<file path="src/hw/sas_pkg.sv">
package sas_pkg;
  localparam int RES_W = 12;
  localparam int NUM_CH = 8;
  localparam int CH_W = 3;
  localparam int ADDR_W = 6;
  localparam int DATA_W = 32;
  localparam int SAR_CYCLES = 18;
  localparam int CLK_MHZ = 40;
  localparam int SAR_CLK_MAX_MHZ = 18;
  localparam int SAR_DIV = (CLK_MHZ + SAR_CLK_MAX_MHZ - 1) / SAR_CLK_MAX_MHZ;
  localparam int SAMP_W = 8;
  localparam logic [ADDR_W-1:0] OFF_CTRL = 6'h00;
  localparam logic [ADDR_W-1:0] OFF_CHEN = 6'h01;
  localparam logic [ADDR_W-1:0] OFF_FWSEL = 6'h02;
  localparam logic [ADDR_W-1:0] OFF_LIMLO = 6'h03;
  localparam logic [ADDR_W-1:0] OFF_LIMHI = 6'h04;
  localparam logic [ADDR_W-1:0] OFF_STAT = 6'h05;
  localparam logic [ADDR_W-1:0] OFF_MASK = 6'h06;
  localparam logic [ADDR_W-1:0] OFF_STATE = 6'h07;
  localparam logic [ADDR_W-1:0] OFF_SAMP = 6'h10;
  localparam logic [ADDR_W-1:0] OFF_RES = 6'h20;
  localparam int CTRL_EN = 0;
  localparam int CTRL_FW = 1;
  localparam int CTRL_CONT = 2;
  localparam int CTRL_START = 3;
  localparam int CTRL_REF = 4;
  localparam int CTRL_TEMP = 6;
  localparam int CTRL_LP = 7;
  localparam int IRQ_DONE = 0;
  localparam int IRQ_RANGE = 1;
  localparam int IRQ_SCAN = 2;
  localparam logic [7:0] SAMP_RST = 8'h02;
  localparam logic [11:0] LIMHI_RST = 12'hFFF;
  typedef enum logic [1:0] {
    ST_IDLE   = 2'b00,
    ST_SAMPLE = 2'b01,
    ST_CONV   = 2'b10
  } sas_state_e;
endpackage

</file>
<file path="src/hw/sas_sar_core.sv">
`timescale 1ns/1ps
module sas_sar_core (
  input  wire logic                      core_clk_in,
  input  wire logic                      srst_in,
  input  wire logic                      start_in,
  input  wire logic                      cmp_in,
  output logic                           sar_clk_out,
  output logic [sas_pkg::RES_W-1:0]      dac_out,
  output logic                           busy_out,
  output logic                           done_out,
  output logic [sas_pkg::RES_W-1:0]      result_out
);
  logic [3:0]                   div_q;
  logic [4:0]                   cyc_q;
  logic [sas_pkg::RES_W-1:0]    trial_q;
  logic [sas_pkg::RES_W-1:0]    bit_q;
  logic                         tick;
  logic                         last_cyc;
  logic                         cmp_s1_q;
  logic                         cmp_s2_q;
  // sar clock never exceeds its limit: core clock is divided down
  assign tick = (div_q == 4'(sas_pkg::SAR_DIV - 1));
  assign last_cyc = tick && (cyc_q == 5'(sas_pkg::SAR_CYCLES - 1));
  assign sar_clk_out = busy_out && (div_q < 4'(sas_pkg::SAR_DIV / 2));
  assign dac_out = trial_q | bit_q;
  always_ff @(posedge core_clk_in)
  begin
    cmp_s1_q <= cmp_in;
    cmp_s2_q <= cmp_s1_q;
    done_out <= 1'b0;
    if (srst_in)
    begin
      div_q <= 4'h0;
      cyc_q <= 5'h00;
      trial_q <= 12'h000;
      bit_q <= 12'h000;
      busy_out <= 1'b0;
      result_out <= 12'h000;
    end
    else if (start_in && !busy_out)
    begin
      busy_out <= 1'b1;
      div_q <= 4'h0;
      cyc_q <= 5'h00;
      trial_q <= 12'h000;
      bit_q <= 12'h800;
    end
    else if (busy_out)
    begin
      div_q <= tick ? 4'h0 : div_q + 4'h1;
      if (tick)
      begin
        cyc_q <= cyc_q + 5'h01;
        // one bit decided per sar clock, rest of the 18 are settle/latch
        if (bit_q != 12'h000)
        begin
          if (cmp_s2_q)
            trial_q <= trial_q | bit_q;
          bit_q <= bit_q >> 1;
        end
        if (last_cyc)
        begin
          busy_out <= 1'b0;
          done_out <= 1'b1;
          result_out <= trial_q;
        end
      end
    end
  end
endmodule // sas_sar_core

</file>
<file path="src/hw/sas_seq.sv">
// The register offsets and the strobed register port were chosen for this implementation.
`timescale 1ns/1ps
module sas_seq (
  input  wire logic                         core_clk_in,
  input  wire logic                         srst_in,
  input  wire logic [sas_pkg::ADDR_W-1:0]   addr_in,
  input  wire logic [sas_pkg::DATA_W-1:0]   wdata_in,
  input  wire logic                         wr_in,
  input  wire logic                         rd_in,
  output logic      [sas_pkg::DATA_W-1:0]   rdata_out,
  input  wire logic                         deep_lp_in,
  input  wire logic                         cmp_in,
  output logic                              sar_clk_out,
  output logic      [sas_pkg::RES_W-1:0]    dac_out,
  output logic      [sas_pkg::CH_W-1:0]     mux_sel_out,
  output logic                              temp_sel_out,
  output logic                              sample_out,
  output logic      [1:0]                   ref_sel_out,
  output logic                              irq_out
);
  localparam int N = sas_pkg::NUM_CH;
  logic [7:0]                 ctrl_q;
  logic [N-1:0]               chen_q;
  logic [2:0]                 fwsel_q;
  logic [11:0]                limlo_q;
  logic [11:0]                limhi_q;
  logic [2:0]                 stat_q;
  logic [2:0]                 mask_q;
  logic [7:0]                 samp_q [N];
  logic [11:0]                res_q [N];
  logic [N-1:0]               valid_q;
  sas_pkg::sas_state_e        state_q;
  logic [2:0]                 ch_q;
  logic [2:0]                 conv_ch_q;
  logic                       conv_last_q;
  logic [7:0]                 scnt_q;
  logic                       lp_s1_q;
  logic                       lp_s2_q;
  logic                       start_q;
  logic                       core_busy;
  logic                       core_done;
  logic [11:0]                core_res;
  logic                       active;
  logic                       fw_mode;
  logic [2:0]                 next_ch;
  logic                       wrap;
  logic                       out_range;
  logic                       done_ev;
  logic                       range_ev;
  logic                       scan_ev;
  logic [2:0]                 ev_vec;
  logic                       wr_stat;
  logic                       samp_end;
  logic [2:0]                 first_ch;

  // search for the next enabled channel after cur, wrapping round
  function automatic logic [2:0] next_en(input logic [N-1:0] en, input logic [2:0] cur);
    logic [2:0] r;
    logic       hit;
    r = cur;
    hit = 1'b0;
    for (int i = 1; i <= N; i++)
    begin
      if (!hit && en[3'(cur + 3'(i))])
      begin
        r = 3'(cur + 3'(i));
        hit = 1'b1;
      end
    end
    return r;
  endfunction

  // deep-sleep request is an outside level: two flops before use
  always_ff @(posedge core_clk_in)
  begin
    lp_s1_q <= deep_lp_in;
    lp_s2_q <= lp_s1_q;
  end

  assign active = ctrl_q[sas_pkg::CTRL_EN] && !lp_s2_q && !ctrl_q[sas_pkg::CTRL_LP];
  assign fw_mode = ctrl_q[sas_pkg::CTRL_FW];
  assign first_ch = next_en(chen_q, 3'h7);
  assign next_ch = fw_mode ? fwsel_q : next_en(chen_q, ch_q);
  assign wrap = !fw_mode && (next_ch <= ch_q);
  assign samp_end = (scnt_q == 8'h00);
  assign out_range = (core_res < limlo_q) || (core_res > limhi_q);
  assign done_ev = core_done;
  assign range_ev = core_done && out_range;
  // scan completes when the last enabled channel's result lands
  assign scan_ev = core_done && conv_last_q && !fw_mode;
  assign ev_vec = {scan_ev, range_ev, done_ev};
  assign wr_stat = wr_in && (addr_in == sas_pkg::OFF_STAT);
  assign mux_sel_out = ch_q;
  assign temp_sel_out = ctrl_q[sas_pkg::CTRL_TEMP];
  assign ref_sel_out = ctrl_q[sas_pkg::CTRL_REF +: 2];
  assign sample_out = (state_q == sas_pkg::ST_SAMPLE);
  assign irq_out = |(stat_q & mask_q);

  sas_sar_core u_core (
    .core_clk_in (core_clk_in),
    .srst_in     (srst_in),
    .start_in    (start_q),
    .cmp_in      (cmp_in),
    .sar_clk_out (sar_clk_out),
    .dac_out     (dac_out),
    .busy_out    (core_busy),
    .done_out    (core_done),
    .result_out  (core_res)
  );

  // register file
  always_ff @(posedge core_clk_in)
  begin
    if (srst_in)
    begin
      ctrl_q <= 8'h00;
      chen_q <= 8'h00;
      fwsel_q <= 3'h0;
      limlo_q <= 12'h000;
      limhi_q <= sas_pkg::LIMHI_RST;
      mask_q <= 3'h0;
      for (int i = 0; i < N; i++)
        samp_q[i] <= sas_pkg::SAMP_RST;
    end
    else if (wr_in)
    begin
      case (addr_in)
        sas_pkg::OFF_CTRL: ctrl_q <= wdata_in[7:0];
        sas_pkg::OFF_CHEN: chen_q <= wdata_in[7:0];
        sas_pkg::OFF_FWSEL: fwsel_q <= wdata_in[2:0];
        sas_pkg::OFF_LIMLO: limlo_q <= wdata_in[11:0];
        sas_pkg::OFF_LIMHI: limhi_q <= wdata_in[11:0];
        sas_pkg::OFF_MASK: mask_q <= wdata_in[2:0];
        default:
        begin
          if (addr_in[5:3] == sas_pkg::OFF_SAMP[5:3])
            samp_q[addr_in[2:0]] <= wdata_in[7:0];
        end
      endcase
    end
    else if (ctrl_q[sas_pkg::CTRL_START] && state_q == sas_pkg::ST_IDLE)
      ctrl_q[sas_pkg::CTRL_START] <= 1'b0;
  end

  // sticky status: hardware set wins over write-one-to-clear
  always_ff @(posedge core_clk_in)
  begin
    if (srst_in)
      stat_q <= 3'h0;
    else
      stat_q <= (stat_q & ~(wr_stat ? wdata_in[2:0] : 3'h0)) | ev_vec;
  end

  // sequencer: sample phase then conversion, next sample overlaps conversion
  always_ff @(posedge core_clk_in)
  begin
    start_q <= 1'b0;
    if (srst_in || !active)
    begin
      state_q <= sas_pkg::ST_IDLE;
      ch_q <= 3'h0;
      conv_ch_q <= 3'h0;
      conv_last_q <= 1'b0;
      scnt_q <= 8'h00;
    end
    else
    begin
      case (state_q)
        sas_pkg::ST_IDLE:
        begin
          if (ctrl_q[sas_pkg::CTRL_START] && (fw_mode || chen_q != 8'h00))
          begin
            ch_q <= fw_mode ? fwsel_q : first_ch;
            scnt_q <= samp_q[fw_mode ? fwsel_q : first_ch];
            state_q <= sas_pkg::ST_SAMPLE;
          end
        end
        sas_pkg::ST_SAMPLE:
        begin
          if (!samp_end)
            scnt_q <= scnt_q - 8'h01;
          else if (!core_busy || core_done)
          begin
            start_q <= 1'b1;
            conv_ch_q <= ch_q;
            state_q <= sas_pkg::ST_CONV;
          end
        end
        sas_pkg::ST_CONV:
        begin
          // sampling the next channel while converting keeps throughput
          conv_last_q <= wrap;
          // single-shot firmware mode converts its channel once
          if ((wrap || fw_mode) && !ctrl_q[sas_pkg::CTRL_CONT])
          begin
            ch_q <= fw_mode ? fwsel_q : first_ch;
            state_q <= sas_pkg::ST_IDLE;
          end
          else
          begin
            ch_q <= next_ch;
            scnt_q <= samp_q[next_ch];
            state_q <= sas_pkg::ST_SAMPLE;
          end
        end
        default: state_q <= sas_pkg::ST_IDLE;
      endcase
    end
  end

  // per-channel result buffers
  always_ff @(posedge core_clk_in)
  begin
    if (srst_in)
    begin
      valid_q <= 8'h00;
      for (int i = 0; i < N; i++)
        res_q[i] <= 12'h000;
    end
    else if (core_done)
    begin
      res_q[conv_ch_q] <= core_res;
      valid_q[conv_ch_q] <= 1'b1;
    end
  end

  always_ff @(posedge core_clk_in)
  begin
    if (srst_in)
      rdata_out <= 32'h0000_0000;
    else if (rd_in)
    begin
      case (addr_in)
        sas_pkg::OFF_CTRL: rdata_out <= {24'h0, ctrl_q};
        sas_pkg::OFF_CHEN: rdata_out <= {24'h0, chen_q};
        sas_pkg::OFF_FWSEL: rdata_out <= {29'h0, fwsel_q};
        sas_pkg::OFF_LIMLO: rdata_out <= {20'h0, limlo_q};
        sas_pkg::OFF_LIMHI: rdata_out <= {20'h0, limhi_q};
        sas_pkg::OFF_STAT: rdata_out <= {29'h0, stat_q};
        sas_pkg::OFF_MASK: rdata_out <= {29'h0, mask_q};
        sas_pkg::OFF_STATE: rdata_out <= {16'h0, valid_q, ch_q, core_busy, 2'h0, state_q};
        default:
        begin
          if (addr_in[5:3] == sas_pkg::OFF_SAMP[5:3])
            rdata_out <= {24'h0, samp_q[addr_in[2:0]]};
          else if (addr_in[5:3] == sas_pkg::OFF_RES[5:3])
            rdata_out <= {20'h0, res_q[addr_in[2:0]]};
          else
            rdata_out <= 32'h0000_0000;
        end
      endcase
    end
  end
endmodule // sas_seq

</file>
<file path="config.mk">
export PLATFORM = sky130hd
export DESIGN_NAME = sas_seq
export DESIGN_NICKNAME = d
export VERILOG_FILES = /design/src/hw/sas_pkg.sv /design/src/hw/sas_sar_core.sv /design/src/hw/sas_seq.sv
export SDC_FILE = /design/constraint.sdc
export NUM_CORES = 1
export LEC_CHECK = 0
export ABC_CLOCK_PERIOD_IN_PS = 9850
export BUFFER_PORTS_ARGS = -buffer_cell sky130_fd_sc_hd__buf_4
export CORE_MARGIN = 2
export CORE_UTILIZATION = 25
export DETAILED_ROUTE_END_ITERATION = 12
export PLACE_DENSITY_LB_ADDON = 0.3
export SLEW_MARGIN = 20
export SYNTH_ARGS = -nofsm -noshare
export SYNTH_HDL_FRONTEND = slang
export SYNTH_SLANG_ARGS = --single-unit
</file>
<file path="constraint.sdc">
create_clock -name core_clk_in -period 9.85 [get_ports core_clk_in]
set_input_delay 0.985 -clock core_clk_in [delete_from_list [all_inputs] [get_ports core_clk_in]]
set_output_delay 0.985 -clock core_clk_in [all_outputs]
set_load 0.02 [all_outputs]
</file>
==> metrics.md, run 1 <==
| Metric | Value |
|---|---|
| Yosys warns | `0` |
| Area Overhead vs Synth | `13.7%` |
| CTS tree | `yes` |
| DIE AREA | `71300 um2` |
| Post-DP HPWL | `36.2 mm` |
| XOR/XNOR Fraction of Synth Area | `less than 1%` |
| Root buffer cell | `clkbuf_16` |
| Hold Path Cell Cnt | `0` |
| Die H | `approximately 270 um` |
| Combinational share of power | `7.4%` |
| Adder-cell share of the synthesized area | `2.68%` |
| Cell row count | `96` |
| Htree depth | `2` |
| GRT Overall Usage | `between 10% and 20%` |
| Routability Congestion | `0.836` |
| Core area | `between 60000 and 70000 um2` |
| Routed Antenna Nets | `0` |
| Switching share of power | `about a quarter` |
| Critical Path End Type | `flop` |
| LEAKAGE | `7.19 nW` |
| Layout Nets | `about 1700` |
| Final count of pins violating max slew | `0` |
| Buffers added on ports | `60` |
| Num CTS Buffers | `34` |
| Die width | `267 um` |
| Worst Path Required | `roughly 10 ns` |
| Register bit total from synthesis | `302` |
| Initial DRC count | `between 1000 and 1500` |
| Post-Synth Simple-Gate Area | `16.1%` |
| Power per cell area | `146 nW/um2` |
| Clk pin slew, worst setup/hold paths | `~0.060 ns` |
| Worst slew pin tran | `between 1 and 1.5 ns` |
| Setup_tns | `0 ns` |
| Total wire length | `52.4 mm` |
| Peak supply drop | `0.0000982 V` |
| CP max FO | `54` |
| Resized Gates After CTS | `0` |
| Mux cell area share after synthesis | `19.9%` |
| Async SR Flop Fraction | `0%` |
| R2R depth | `20` |
| CTS Sinks | `302` |
| Hold-fix buffers, CTS | `0` |
| Synth unique cells | `72` |
| Tcrit/Tclk final | `roughly 64%` |
| GRT Residual Overflow | `0` |
| First-pass GRT wire length | `79.6 mm` |
| Max Cap Viol | `0` |
| Skew-Pair Late Insertion Delay | `0.54 ns` |
| Vias in the first global route | `12700` |
| Outcome | `complete, no violations` |
| Area of the mapped netlist | `17300 um2` |
| CP startpoint kind | `flop` |
| Avg Synthesized Cell Area | `roughly 10 um2` |
| NetSw | `0.695 mW` |
| Starting Density | `25.2%` |
| Final Critical Period | `6.35 ns` |
| Layout Skew | `0.0375 ns` |
| Sequential Power Share | `about half` |
| Vias/cell | `between 4 and 5` |
| Class of the worst hold path | `reg2reg` |
| RSZ-0062 raised after global routing | `false` |
| Cells after Synth | `1650` |
| Max Buffers Root-to-Sink | `3` |
| Arr. time, crit path | `between 6 and 7 ns` |
| Via count of the routed design | `between 10000 and 15000` |
| Post-synth EDFFs | `160` |
| Max Clk Rate | `0.158 GHz` |
| Seq/Total Area, Yosys | `44.2%` |
| # IOs | `97` |
| Internal | `2.18 mW` |
| Compound-Gate Fraction of Synth Area | `between 10% and 20%` |
| Share of post-route cells with drive strength above 1 | `17.3%` |
| Hold Slack | `0.327 ns` |
| Routed len/inst | `20.2 um` |
| DRC viols | `0` |
| Final setup fails | `0` |
| Worst slew margin | `29.3%` |
| Largest net degree at the start of global routing | `75` |
| Largest family of logic cells by synthesized area | `multiplexers` |
| Ys flop type | `edfxtp_1` |
| First drt pass iteration count | `6` |
| Most frequent cells in the layout | `edfxtp_1, and2_1, mux2i_1, dfxtp_1, nor2_1` |
| Setup bufs post-CTS | `0` |
| Worst Path Class, Setup | `reg2reg` |
| Initial antenna violation count | `3` |
| Final Hold Fails | `0` |
| Most common cell after layout, fill and taps aside | `edfxtp_1` |
| Clock power frac | `roughly 44%` |
layout make-up:
cell class	instances	area, um2
Antenna cell	1	2.50
Clock buffer	47	950
Clock inverter	14	150
Fill cell	7101	48900
Inverter	48	180
Multi-Input combinational cell	1171	8920
Sequential cell	302	7650
Tap cell	931	1160
Timing Repair Buffer	87	653
kinds of logic after synthesis:
group | count (synthesis)
xor+xnor | 15
compound gates | 292
mux | 261
flops | 302
simple gates | 550
fa+ha+maj | 37
buf+inv | 192
other cells | 1
through the flow:
stage	cell area, um2	util, %	worst slack (ns)	power [mW]	std cells
floorplan	17400	-	4.34	1.55	1665
global placement	18600	27.1	3.46	1.62	2539
detailed placement	18600	27.1	3.30	1.63	2539
CTS	19700	28.7	3.26	2.90	2600
global route	19700	28.7	2.99	2.98	2600
finish	19700	28.7	3.50	2.88	2601
registers in the layout (all words and copies together), names as in the netlist, 12 cells and up:
signal and cells:
limhi_q 12, limlo_q 12, rdata_out 16, res_q 96
samp_q 64, u_core.bit_q 12, u_core.result_out 12, u_core.trial_q 12
per-layer routing:
| metal | track usage, % | wire length [um] | vias to the layer above |
|---|---|---|---|
| li1 | - | - | 6019 |
| met1 | 20.6 | 24400 | 6428 |
| met2 | 22.6 | 23500 | 377 |
| met3 | 2.62 | 3090 | 80 |
| met4 | 4.95 | 1460 | 4 |
| met5 | 0 | 22 | - |
final timing paths:
path                               start                       to  slack (ns)
min              u_core.cmp_s1_q$_DFF_P_  u_core.cmp_s2_q$_DFF_P_        0.33
min reg2reg      u_core.cmp_s1_q$_DFF_P_  u_core.cmp_s2_q$_DFF_P_        0.33
max          mux_sel_out[0]$_SDFFE_PP0P_   scnt_q[5]$_SDFFE_PP0P_        3.50
max reg2reg  mux_sel_out[0]$_SDFFE_PP0P_   scnt_q[5]$_SDFFE_PP0P_        3.50
Yosys cell counts, types with 15 or more instances:
cell type / count / area [um2]
nand2_1: 112 / 420
buf_2: 16 / 80.1
nand3_1: 19 / 95.1
mux4_2: 60 / 1350
a21oi_1: 105 / 526
a21o_1: 19 / 143
or2_2: 23 / 144
a221oi_1: 32 / 280
o21ai_0: 29 / 145
nor2_1: 131 / 492
ha_1: 37 / 463
mux2_2: 46 / 518
dfxtp_1: 142 / 2840
o211ai_1: 20 / 150
clkbuf_1: 92 / 345
inv_1: 44 / 165
nor3_1: 49 / 245
buf_4: 21 / 158
nand2b_1: 15 / 93.8
mux2i_1: 150 / 1500
and2_1: 150 / 938
edfxtp_1: 160 / 4800
worst max-delay path, stage by stage, from the launching register on:
cell       delay (ns)
dfxtp_2          0.33
buf_4            0.71
ha_1             0.29
xor2_1           0.47
mux2i_4          0.31
buf_4            0.44
a31oi_1          0.15
a211oi_1         0.22
o31a_1           0.17
buf_4            0.34
inv_2            0.16
ha_1             0.35
a21o_1           0.13
a21oi_1          0.06
a31oi_1          0.22
a21oi_1          0.18
a2111oi_4        0.73
nor2b_1          0.57
a21oi_1          0.17
nand2_1          0.12
o22ai_1          0.06
power by group through the flow:
stage	Clock (mW)	Combinational, mW	Sequential (mW)
3_3_place_gp	0	0.211	1.41
4_1_cts	1.30	0.214	1.39
3_5_place_dp	0	0.213	1.41
5_1_grt	1.36	0.229	1.39
6_report	1.27	0.213	1.39
2_1_floorplan	0	0.144	1.41
Note: power is estimated with default switching activity, not from simulation.
==> run 2: changes to the inputs <==
Settings changed: ABC_AREA set to 1, ABC_CLOCK_PERIOD_IN_PS 9850 to 6100.
Clock period 9.85 ns to 6.1 ns, I/O delays scaled along.
==> run 2 against run 1 <==
Setup slack lost 2.4 ns. Die area shrank 10%. Clock-buffer cell count shrank 2. Global-route usage grew 1.3 points. Combinational power grew 50%. Fmax grew 28%. Core utilization grew 0.24 points. Clock skew shrank 0.017 ns. Clock power grew 68%. Sequential share of layout area grew 4.2 points. Register-to-register slack lost 2.4 ns. First-iteration DRC count shrank 5.9%. Critical path type unchanged.
==> metrics.md, run 2 <==
| Metric | Value |
|---|---|
| Outcome | `complete, no violations` |
| Hold Slack | `0.155 ns (-0.171 ns)` |
| CP startpoint kind | `flop` |
| Worst slew pin tran | `1.03 ns (-0.0267 ns)` |
| Layout Nets | `2012 (+17%)` |
| Cell row count | `91 (-5.2%)` |
| Max reg flops | `96 (unchanged)` |
| Register name with the most flops | `res_q` |
| Ys flop type | `edfxtp_1` |
| Routability Congestion | `0.888 (+6.3%)` |
| Cells after Synth | `1906 (+16%)` |
| Num CTS Buffers | `35 (+2.9%)` |
| Initial DRC count | `1186 (-5.9%)` |
| Post-DP HPWL | `36.6 mm (+0.96%)` |
| Buffers added on ports | `60 (unchanged)` |
| Yosys warns | `0 (unchanged)` |
| Seq/Total Area, Yosys | `49.5% (+5.3 points)` |
| Synth unique cells | `46 (-36%)` |
| Top Registers | `res_q x96, samp_q x64, rdata_out x16` |
| Core area | `61400 um2 (-11%)` |
| Mux cell area share after synthesis | `0% (-20 points)` |
| Area Overhead vs Synth | `14.8%` |
| Via count of the routed design | `13500 (+4.5%)` |
| Max incr delay on CP | `0.39 ns (-0.34 ns)` |
| CP max-delay cell | `ha_1` |
| Area of the mapped netlist | `15500 um2 (-11%)` |
| Initial antenna violation count | `1 (-2)` |
| Htree depth | `2 (unchanged)` |
| Largest family of logic cells by synthesized area | `simple AND/OR/NAND/NOR gates` |
| Vias/cell | `4.91 (-1.1%)` |
| # IOs | `97 (unchanged)` |
| Worst slew margin | `31.0% (+1.7 points)` |
| CTS tree | `yes` |
| Share of the synthesized area in the top cell type | `31.1% (+3.3 points)` |
| M1 GR Usage | `22.2% (+1.6 points)` |
| XOR/XNOR Fraction of Synth Area | `0.227% (-0.53 points)` |
| # diodes | `0 (-1)` |
| Die width | `253 um (-5.4%)` |
| GRT Overall Usage | `16.0% (+1.3 points)` |
| Max Cap Viol | `0 (unchanged)` |
| Hold Path Cell Cnt | `1 (+1)` |
| Layout Skew | `0.0202 ns (-0.0172 ns)` |
| Final setup fails | `0 (unchanged)` |
| Post-synth EDFFs | `160 (unchanged)` |
| Critical Path End Type | `flop` |
| Hold path start | `cmp_in` |
| Synth area leader | `edfxtp_1` |
| Hold EP | `u_core.cmp_s1_q$_DFF_P_` |
| Peak supply drop | `0.000169 V (+72%)` |
| Setup_tns | `0 ns (unchanged)` |
| Arr. time, crit path | `5.45 ns (-1.32 ns)` |
| Total wire length | `51.2 mm (-2.3%)` |
| Hold-fix buffers, CTS | `0 (unchanged)` |
| Routed len/inst | `18.6 um (-7.6%)` |
| Met2 Use GR | `24.6% (+2.0 points)` |
| R2R depth | `26 (+30%)` |
| DRC viols | `0 (unchanged)` |
| Class of the worst hold path | `in2reg` |
| First drt pass iteration count | `6 (unchanged)` |
| Crit-path most repeated cell | `nand2_1` |
| Share of post-route cells with drive strength above 1 | `8.22% (-9.1 points)` |
| Power per cell area | `263 nW/um2 (+80%)` |
| Starting Density | `25.2% (-0.035 points)` |
| GRT Residual Overflow | `0 (unchanged)` |
| Root buffer cell | `clkbuf_16` |
| Post-Synth Simple-Gate Area | `21.1% (+5.0 points)` |
| Critical R2R Capture | `scnt_q[6]$_SDFFE_PP0P_` |
| Most common cell after layout, fill and taps aside | `nand2_1` |
| CP max FO | `34 (-37%)` |
| Skew-Pair Late Insertion Delay | `0.57 ns (+0.03 ns)` |
| Filler Cell Count | `6488 (-8.6%)` |
| R2r startpoint | `mux_sel_out[1]$_SDFFE_PP0P_` |
| Worst Path Class, Setup | `reg2reg` |
| Commonest cells in the netlist | `nand2_1, nor2_1, inv_1, edfxtp_1, dfxtp_1` |
| Register area | `7650 um2 (about the same)` |
| Die H | `253 um (-5.4%)` |
| CTS Sinks | `302 (unchanged)` |
| Async SR Flop Fraction | `0% (unchanged)` |
| Max Clk Rate | `0.202 GHz (+28%)` |
| Final Hold Fails | `0 (unchanged)` |
| Max Buffers Root-to-Sink | `3 (unchanged)` |
| Avg Synthesized Cell Area | `8.11 um2 (-23%)` |
| Met3 GRT Util | `2.82% (+0.20 points)` |
| Compound-Gate Fraction of Synth Area | `17.0% (+5.5 points)` |
| Most frequent cells in the layout | `nand2_1, nor2_1, inv_1, edfxtp_1, dfxtp_1` |
| Register bit total from synthesis | `302 (unchanged)` |
| Final Critical Period | `4.95 ns (-1.40 ns)` |
| Clk pin slew, worst setup/hold paths | `0.06 ns (about the same)` |
| Adder-cell share of the synthesized area | `2.99% (+0.32 points)` |
| Resized Gates After CTS | `0 (unchanged)` |
| Gr busiest metal | `met2` |
| Setup bufs post-CTS | `0 (unchanged)` |
| Worst Path Required | `6.60 ns (-3.67 ns)` |
| First-pass GRT wire length | `78.0 mm (-2.0%)` |
| Top cells by area, synth | `edfxtp_1, dfxtp_1, nand2_1` |
| DIE AREA | `63800 um2 (-10%)` |
| RSZ-0062 raised after global routing | `false` |
| Worst R2R Setup Slack | `1.15 ns (-2.35 ns)` |
| Final count of pins violating max slew | `0 (unchanged)` |
| Routed Antenna Nets | `0 (unchanged)` |
| Vias in the first global route | `12900 (+1.7%)` |
| Largest net degree at the start of global routing | `75 (unchanged)` |
| Tcrit/Tclk final | `81.2% (+17 points)` |
| LEAKAGE | `6.96 nW (-3.3%)` |
| Multi-input logic area | `6460 um2 (-28%)` |
| Most common cell in the netlist | `nand2_1` |
run 2: changes by cell type after synthesis, sizes merged, moves of 40 or more:
cell / delta
a22oi: +40
inv: +175
nor2: +113
mux4: -60
mux2i: -154
and2: -150
mux2: -47
nand3: +117
o21ai: +109
nand2: +242
nor3: -45
run 2: layout make-up:
cell class	instances	share of cell area [%]
Inverter	238	5.03
Timing Repair Buffer	83	3.51
Tap cell	790	5.57
Clock inverter	19	1.20
Multi-Input combinational cell	1271	36.4
Clock buffer	45	5.20
Sequential cell	302	43.1
run 2: worst max-delay path, delay by kind of cell (launching register included):
| family | cells | cell delay [ns] |
|---|---|---|
| AND/OR/NAND/NOR | 15 | 2.09 |
| buffers and inverters | 5 | 0.97 |
| adder cells (fa/ha/maj) | 2 | 0.70 |
| flip-flops | 1 | 0.31 |
| AO/OA/AOI/OAI | 4 | 0.78 |
run 2: how the worst max path moves through the flow:
stage                                      startpoint                     end
after floorplan           mux_sel_out[0]$_SDFFE_PP0P_  scnt_q[3]$_SDFFE_PP0P_
after global placement    mux_sel_out[1]$_SDFFE_PP0P_  scnt_q[6]$_SDFFE_PP0P_
after detailed placement  mux_sel_out[1]$_SDFFE_PP0P_  scnt_q[6]$_SDFFE_PP0P_
after CTS                 mux_sel_out[1]$_SDFFE_PP0P_  scnt_q[6]$_SDFFE_PP0P_
after global routing      mux_sel_out[1]$_SDFFE_PP0P_  scnt_q[6]$_SDFFE_PP0P_
final                     mux_sel_out[1]$_SDFFE_PP0P_  scnt_q[6]$_SDFFE_PP0P_
run 2: report_power, final:
group | total, mW | internal, mW | leakage [nW] | switching [mW]
sequential | 2.22 | 2.19 | 2.74 | 0.0319
combinational | 0.319 | 0.0878 | 3.67 | 0.231
clock | 2.13 | 1.22 | 0.546 | 0.909
total | 4.67 | 3.50 | 6.96 | 1.17
run 2: logic make-up after synthesis:
family	count (synthesis)
buf+inv	348
simple gates	774
compound gates	440
xor+xnor	4
fa+ha+maj	37
other cells	1
flops	302
run 2: metal layers:
layer  up-vias  part of all wire, %  wire, um
li1       6529                    -         -
met1      6384                   46     23400
met2       501                   44     22300
met3        75                  7.2      3680
met4         2                  3.4      1730
met5         -                0.016         8
run 2: stage by stage:
stage | instance area [um2] | worst slack (ns) | utilization [%] | power, mW | std cells
after global placement | 16600 | 1.24 | 27.1 | 2.58 | 2684
after CTS | 17700 | 1.14 | 28.9 | 4.71 | 2748
after global routing | 17700 | 0.659 | 28.9 | 4.82 | 2748
after detailed placement | 16600 | 1.16 | 27.1 | 2.58 | 2684
final | 17700 | 1.15 | 28.9 | 4.67 | 2748
after floorplan | 15500 | 1.38 | - | 2.46 | 1921
==> run 3: changes to the inputs <==
Settings changed: ABC_CLOCK_PERIOD_IN_PS 6100 to 5100.
Clock period 6.1 ns to 5.1 ns, I/O delays scaled along.
==> run 3 against run 2 <==
Cell count barely moved. Die area is the same. Critical path depth shrank 2. Non-clock buffer count increased by 2. Sequential power is 20% higher. Highest routed layer is now met4.
==> metrics.md, run 3 (synthesis results as in run 2) <==
| Metric | Value |
|---|---|
| Top Registers | `res_q x96, samp_q x64, rdata_out x16` |
| Htree depth | `2 (unchanged)` |
| Most frequent cells in the layout | `nand2_1, nor2_1, inv_1, edfxtp_1, dfxtp_1` |
| Hold EP | `u_core.cmp_s1_q$_DFF_P_` |
| Worst R2R Setup Slack | `0.48 ns (-0.67 ns)` |
| Core area | `61400 um2 (unchanged)` |
| Layout Nets | `2014 (+0.099%)` |
| CP startpoint kind | `flop` |
| Skew-Pair Late Insertion Delay | `0.56 ns (about the same)` |
| Filler Cell Count | `6507 (+0.29%)` |
| Vias/cell | `4.94 (+0.71%)` |
| R2R depth | `24 (-7.7%)` |
| Final core occ | `29.0% (+0.059 points)` |
| Worst Path Required | `5.55 ns (-1.05 ns)` |
| Class of the worst hold path | `in2reg` |
| DP Worst Slack | `0.471 ns (-0.691 ns)` |
| Worst Path Class, Setup | `reg2reg` |
| Final Hold Fails | `0 (unchanged)` |
| GRT Residual Overflow | `0 (unchanged)` |
| Root buffer cell | `clkbuf_16` |
| Critical path startpoint | `mux_sel_out[1]$_SDFFE_PP0P_` |
| RSZ-0062 raised after global routing | `false` |
| Most common cell after layout, fill and taps aside | `nand2_1` |
| Final Critical Period | `4.62 ns (-0.328 ns)` |
| Power per cell area | `312 nW/um2 (+19%)` |
| Register area | `7650 um2 (unchanged)` |
| # IOs | `97 (unchanged)` |
| Layout Skew | `0.0276 ns (+0.00740 ns)` |
| First drt pass iteration count | `5 (-1)` |
| R2r startpoint | `mux_sel_out[1]$_SDFFE_PP0P_` |
| Routed Antenna Nets | `0 (unchanged)` |
| Initial antenna violation count | `0 (-1)` |
| Initial DRC count | `1276 (+7.6%)` |
| Buffers added on ports | `60 (unchanged)` |
| Critical Path End Type | `flop` |
| Max Buffers Root-to-Sink | `3 (unchanged)` |
| Critical R2R Capture | `scnt_q[4]$_SDFFE_PP0P_` |
| Max Clk Rate | `0.216 GHz (+7.1%)` |
| Total wire length | `51.0 mm (-0.34%)` |
| Clk pin slew, worst setup/hold paths | `0.06 ns (about the same)` |
| # diodes | `0 (unchanged)` |
| Post-DP HPWL | `36.0 mm (-1.5%)` |
| DIE AREA | `63800 um2 (unchanged)` |
| Hold Path Cell Cnt | `1 (unchanged)` |
| Outcome | `complete, no violations` |
| Max Cap Viol | `0 (unchanged)` |
| PnR Total Power | `5.56 mW (+19%)` |
| Num CTS Buffers | `35 (unchanged)` |
| DRC viols | `0 (unchanged)` |
| Vias in the first global route | `12700 (-1.4%)` |
| Multi-input logic area | `6470 um2 (+0.14%)` |
| Max reg flops | `96 (unchanged)` |
| Starting Density | `25.2% (unchanged)` |
| Die width | `253 um (unchanged)` |
| CTS Sinks | `302 (unchanged)` |
| Final setup fails | `0 (unchanged)` |
| Worst slew pin tran | `1.10 ns (+0.0713 ns)` |
| Worst setup margin | `0.476 ns (-0.672 ns)` |
| Register name with the most flops | `res_q` |
| Setup bufs post-CTS | `0 (unchanged)` |
| Tcrit/Tclk final | `90.7% (+9.5 points)` |
| Final count of pins violating max slew | `0 (unchanged)` |
| Hold path start | `cmp_in` |
| Largest net degree at the start of global routing | `44 (-41%)` |
| Area Overhead vs Synth | `15.0%` |
| LEAKAGE | `6.98 nW (+0.33%)` |
| Cell row count | `91 (unchanged)` |
| GRT Overall Usage | `15.8% (-0.15 points)` |
| Worst slew margin | `25.5% (-5.4 points)` |
| Die H | `253 um (unchanged)` |
| Setup_tns | `0 ns (unchanged)` |
| Share of post-route cells with drive strength above 1 | `8.47% (+0.25 points)` |
| Arr. time, crit path | `5.07 ns (-0.38 ns)` |
| Routability Congestion | `0.864 (-2.7%)` |
| CTS tree | `yes` |
| Via count of the routed design | `13600 (+0.75%)` |
| Peak supply drop | `0.000272 V (+61%)` |
| CP max FO | `34 (unchanged)` |
| Routed len/inst | `18.6 um (-0.37%)` |
| First-pass GRT wire length | `77.2 mm (-1.1%)` |
run 3: cell count changes in the layout (fill, tap and decap cells not counted), sizes merged:
cell / previous run / this run
inv: 225 / 222
buf: 83 / 85
clkbuf: 45 / 47
clkinv: 27 / 29
bufinv: 3 / 2
clkinvlp: 2 / 1
run 3: worst max-delay path, stage by stage, from the launching register on:
cell and delay, ns:
dfxtp_1 0.31, inv_1 0.22, ha_1 0.35, inv_1 0.25, nand3_1 0.18, nand3_2 0.16
nand2_4 0.08, nor2_4 0.17, nand4_4 0.12, nor2_2 0.14, nand2_2 0.09, nand2_1 0.08
nand2_1 0.08, nand2_4 0.35, nand2_8 0.27, ha_1 0.35, nand3_1 0.09, nand2_1 0.07
o21ai_0 0.25, nor2_1 0.10, a2111oi_2 0.28, buf_4 0.25, nand2_1 0.07, inv_1 0.08
a21oi_1 0.06
run 3: power breakdown:
part | switching (mW) | internal (mW) | leakage, nW
clock | 1.06 | 1.45 | 0.557
combinational | 0.279 | 0.106 | 3.69
sequential | 0.0342 | 2.62 | 2.74
run 3: area by class of cell:
class,count,share of cell area [%]
clock buffers,47,5.46
clock inverters,16,0.985
inverters,238,5.04
multi-input cells,1271,36.4
flip-flops and latches,302,43.0
well taps,790,5.56
repair buffers,85,3.59
run 3: what timing repair did:
| action | CTS | global route |
|---|---|---|
| resized for setup | 0 | 3 |
| hold buffers | 0 | 0 |
| setup endpoints to repair | 0 | 2 |
run 3: how the worst max path moves through the flow:
stage	end	slack (ns)	cells after the start
final	scnt_q[4]$_SDFFE_PP0P_	0.48	24
after global routing	scnt_q[6]$_SDFFE_PP0P_	0.05	29
after CTS	scnt_q[6]$_SDFFE_PP0P_	0.44	25
after detailed placement	scnt_q[6]$_SDFFE_PP0P_	0.47	25
after global placement	scnt_q[6]$_SDFFE_PP0P_	0.48	28
after floorplan	scnt_q[3]$_SDFFE_PP0P_	0.38	28
run 3: metrics by stage:
stage               instances  hold slack [ns]  cell area (um2)
CTS                      2749           0.0194            17800
finish                   2749           0.0533            17800
floorplan                1921            0.310            15500
detailed placement       2686            0.319            16600
global placement         2686            0.316            16600
global route             2749           0.0252            17800
run 3: layer usage:
layer	routed length, um	up-vias	global-route usage [%]	part of all wire, %
li1	-	6521	-	-
met1	22900	6444	21.8	45
met2	22300	539	24.1	44
met3	4010	88	3.39	7.9
met4	1740	0	5.98	3.4
met5	0	-	0	0
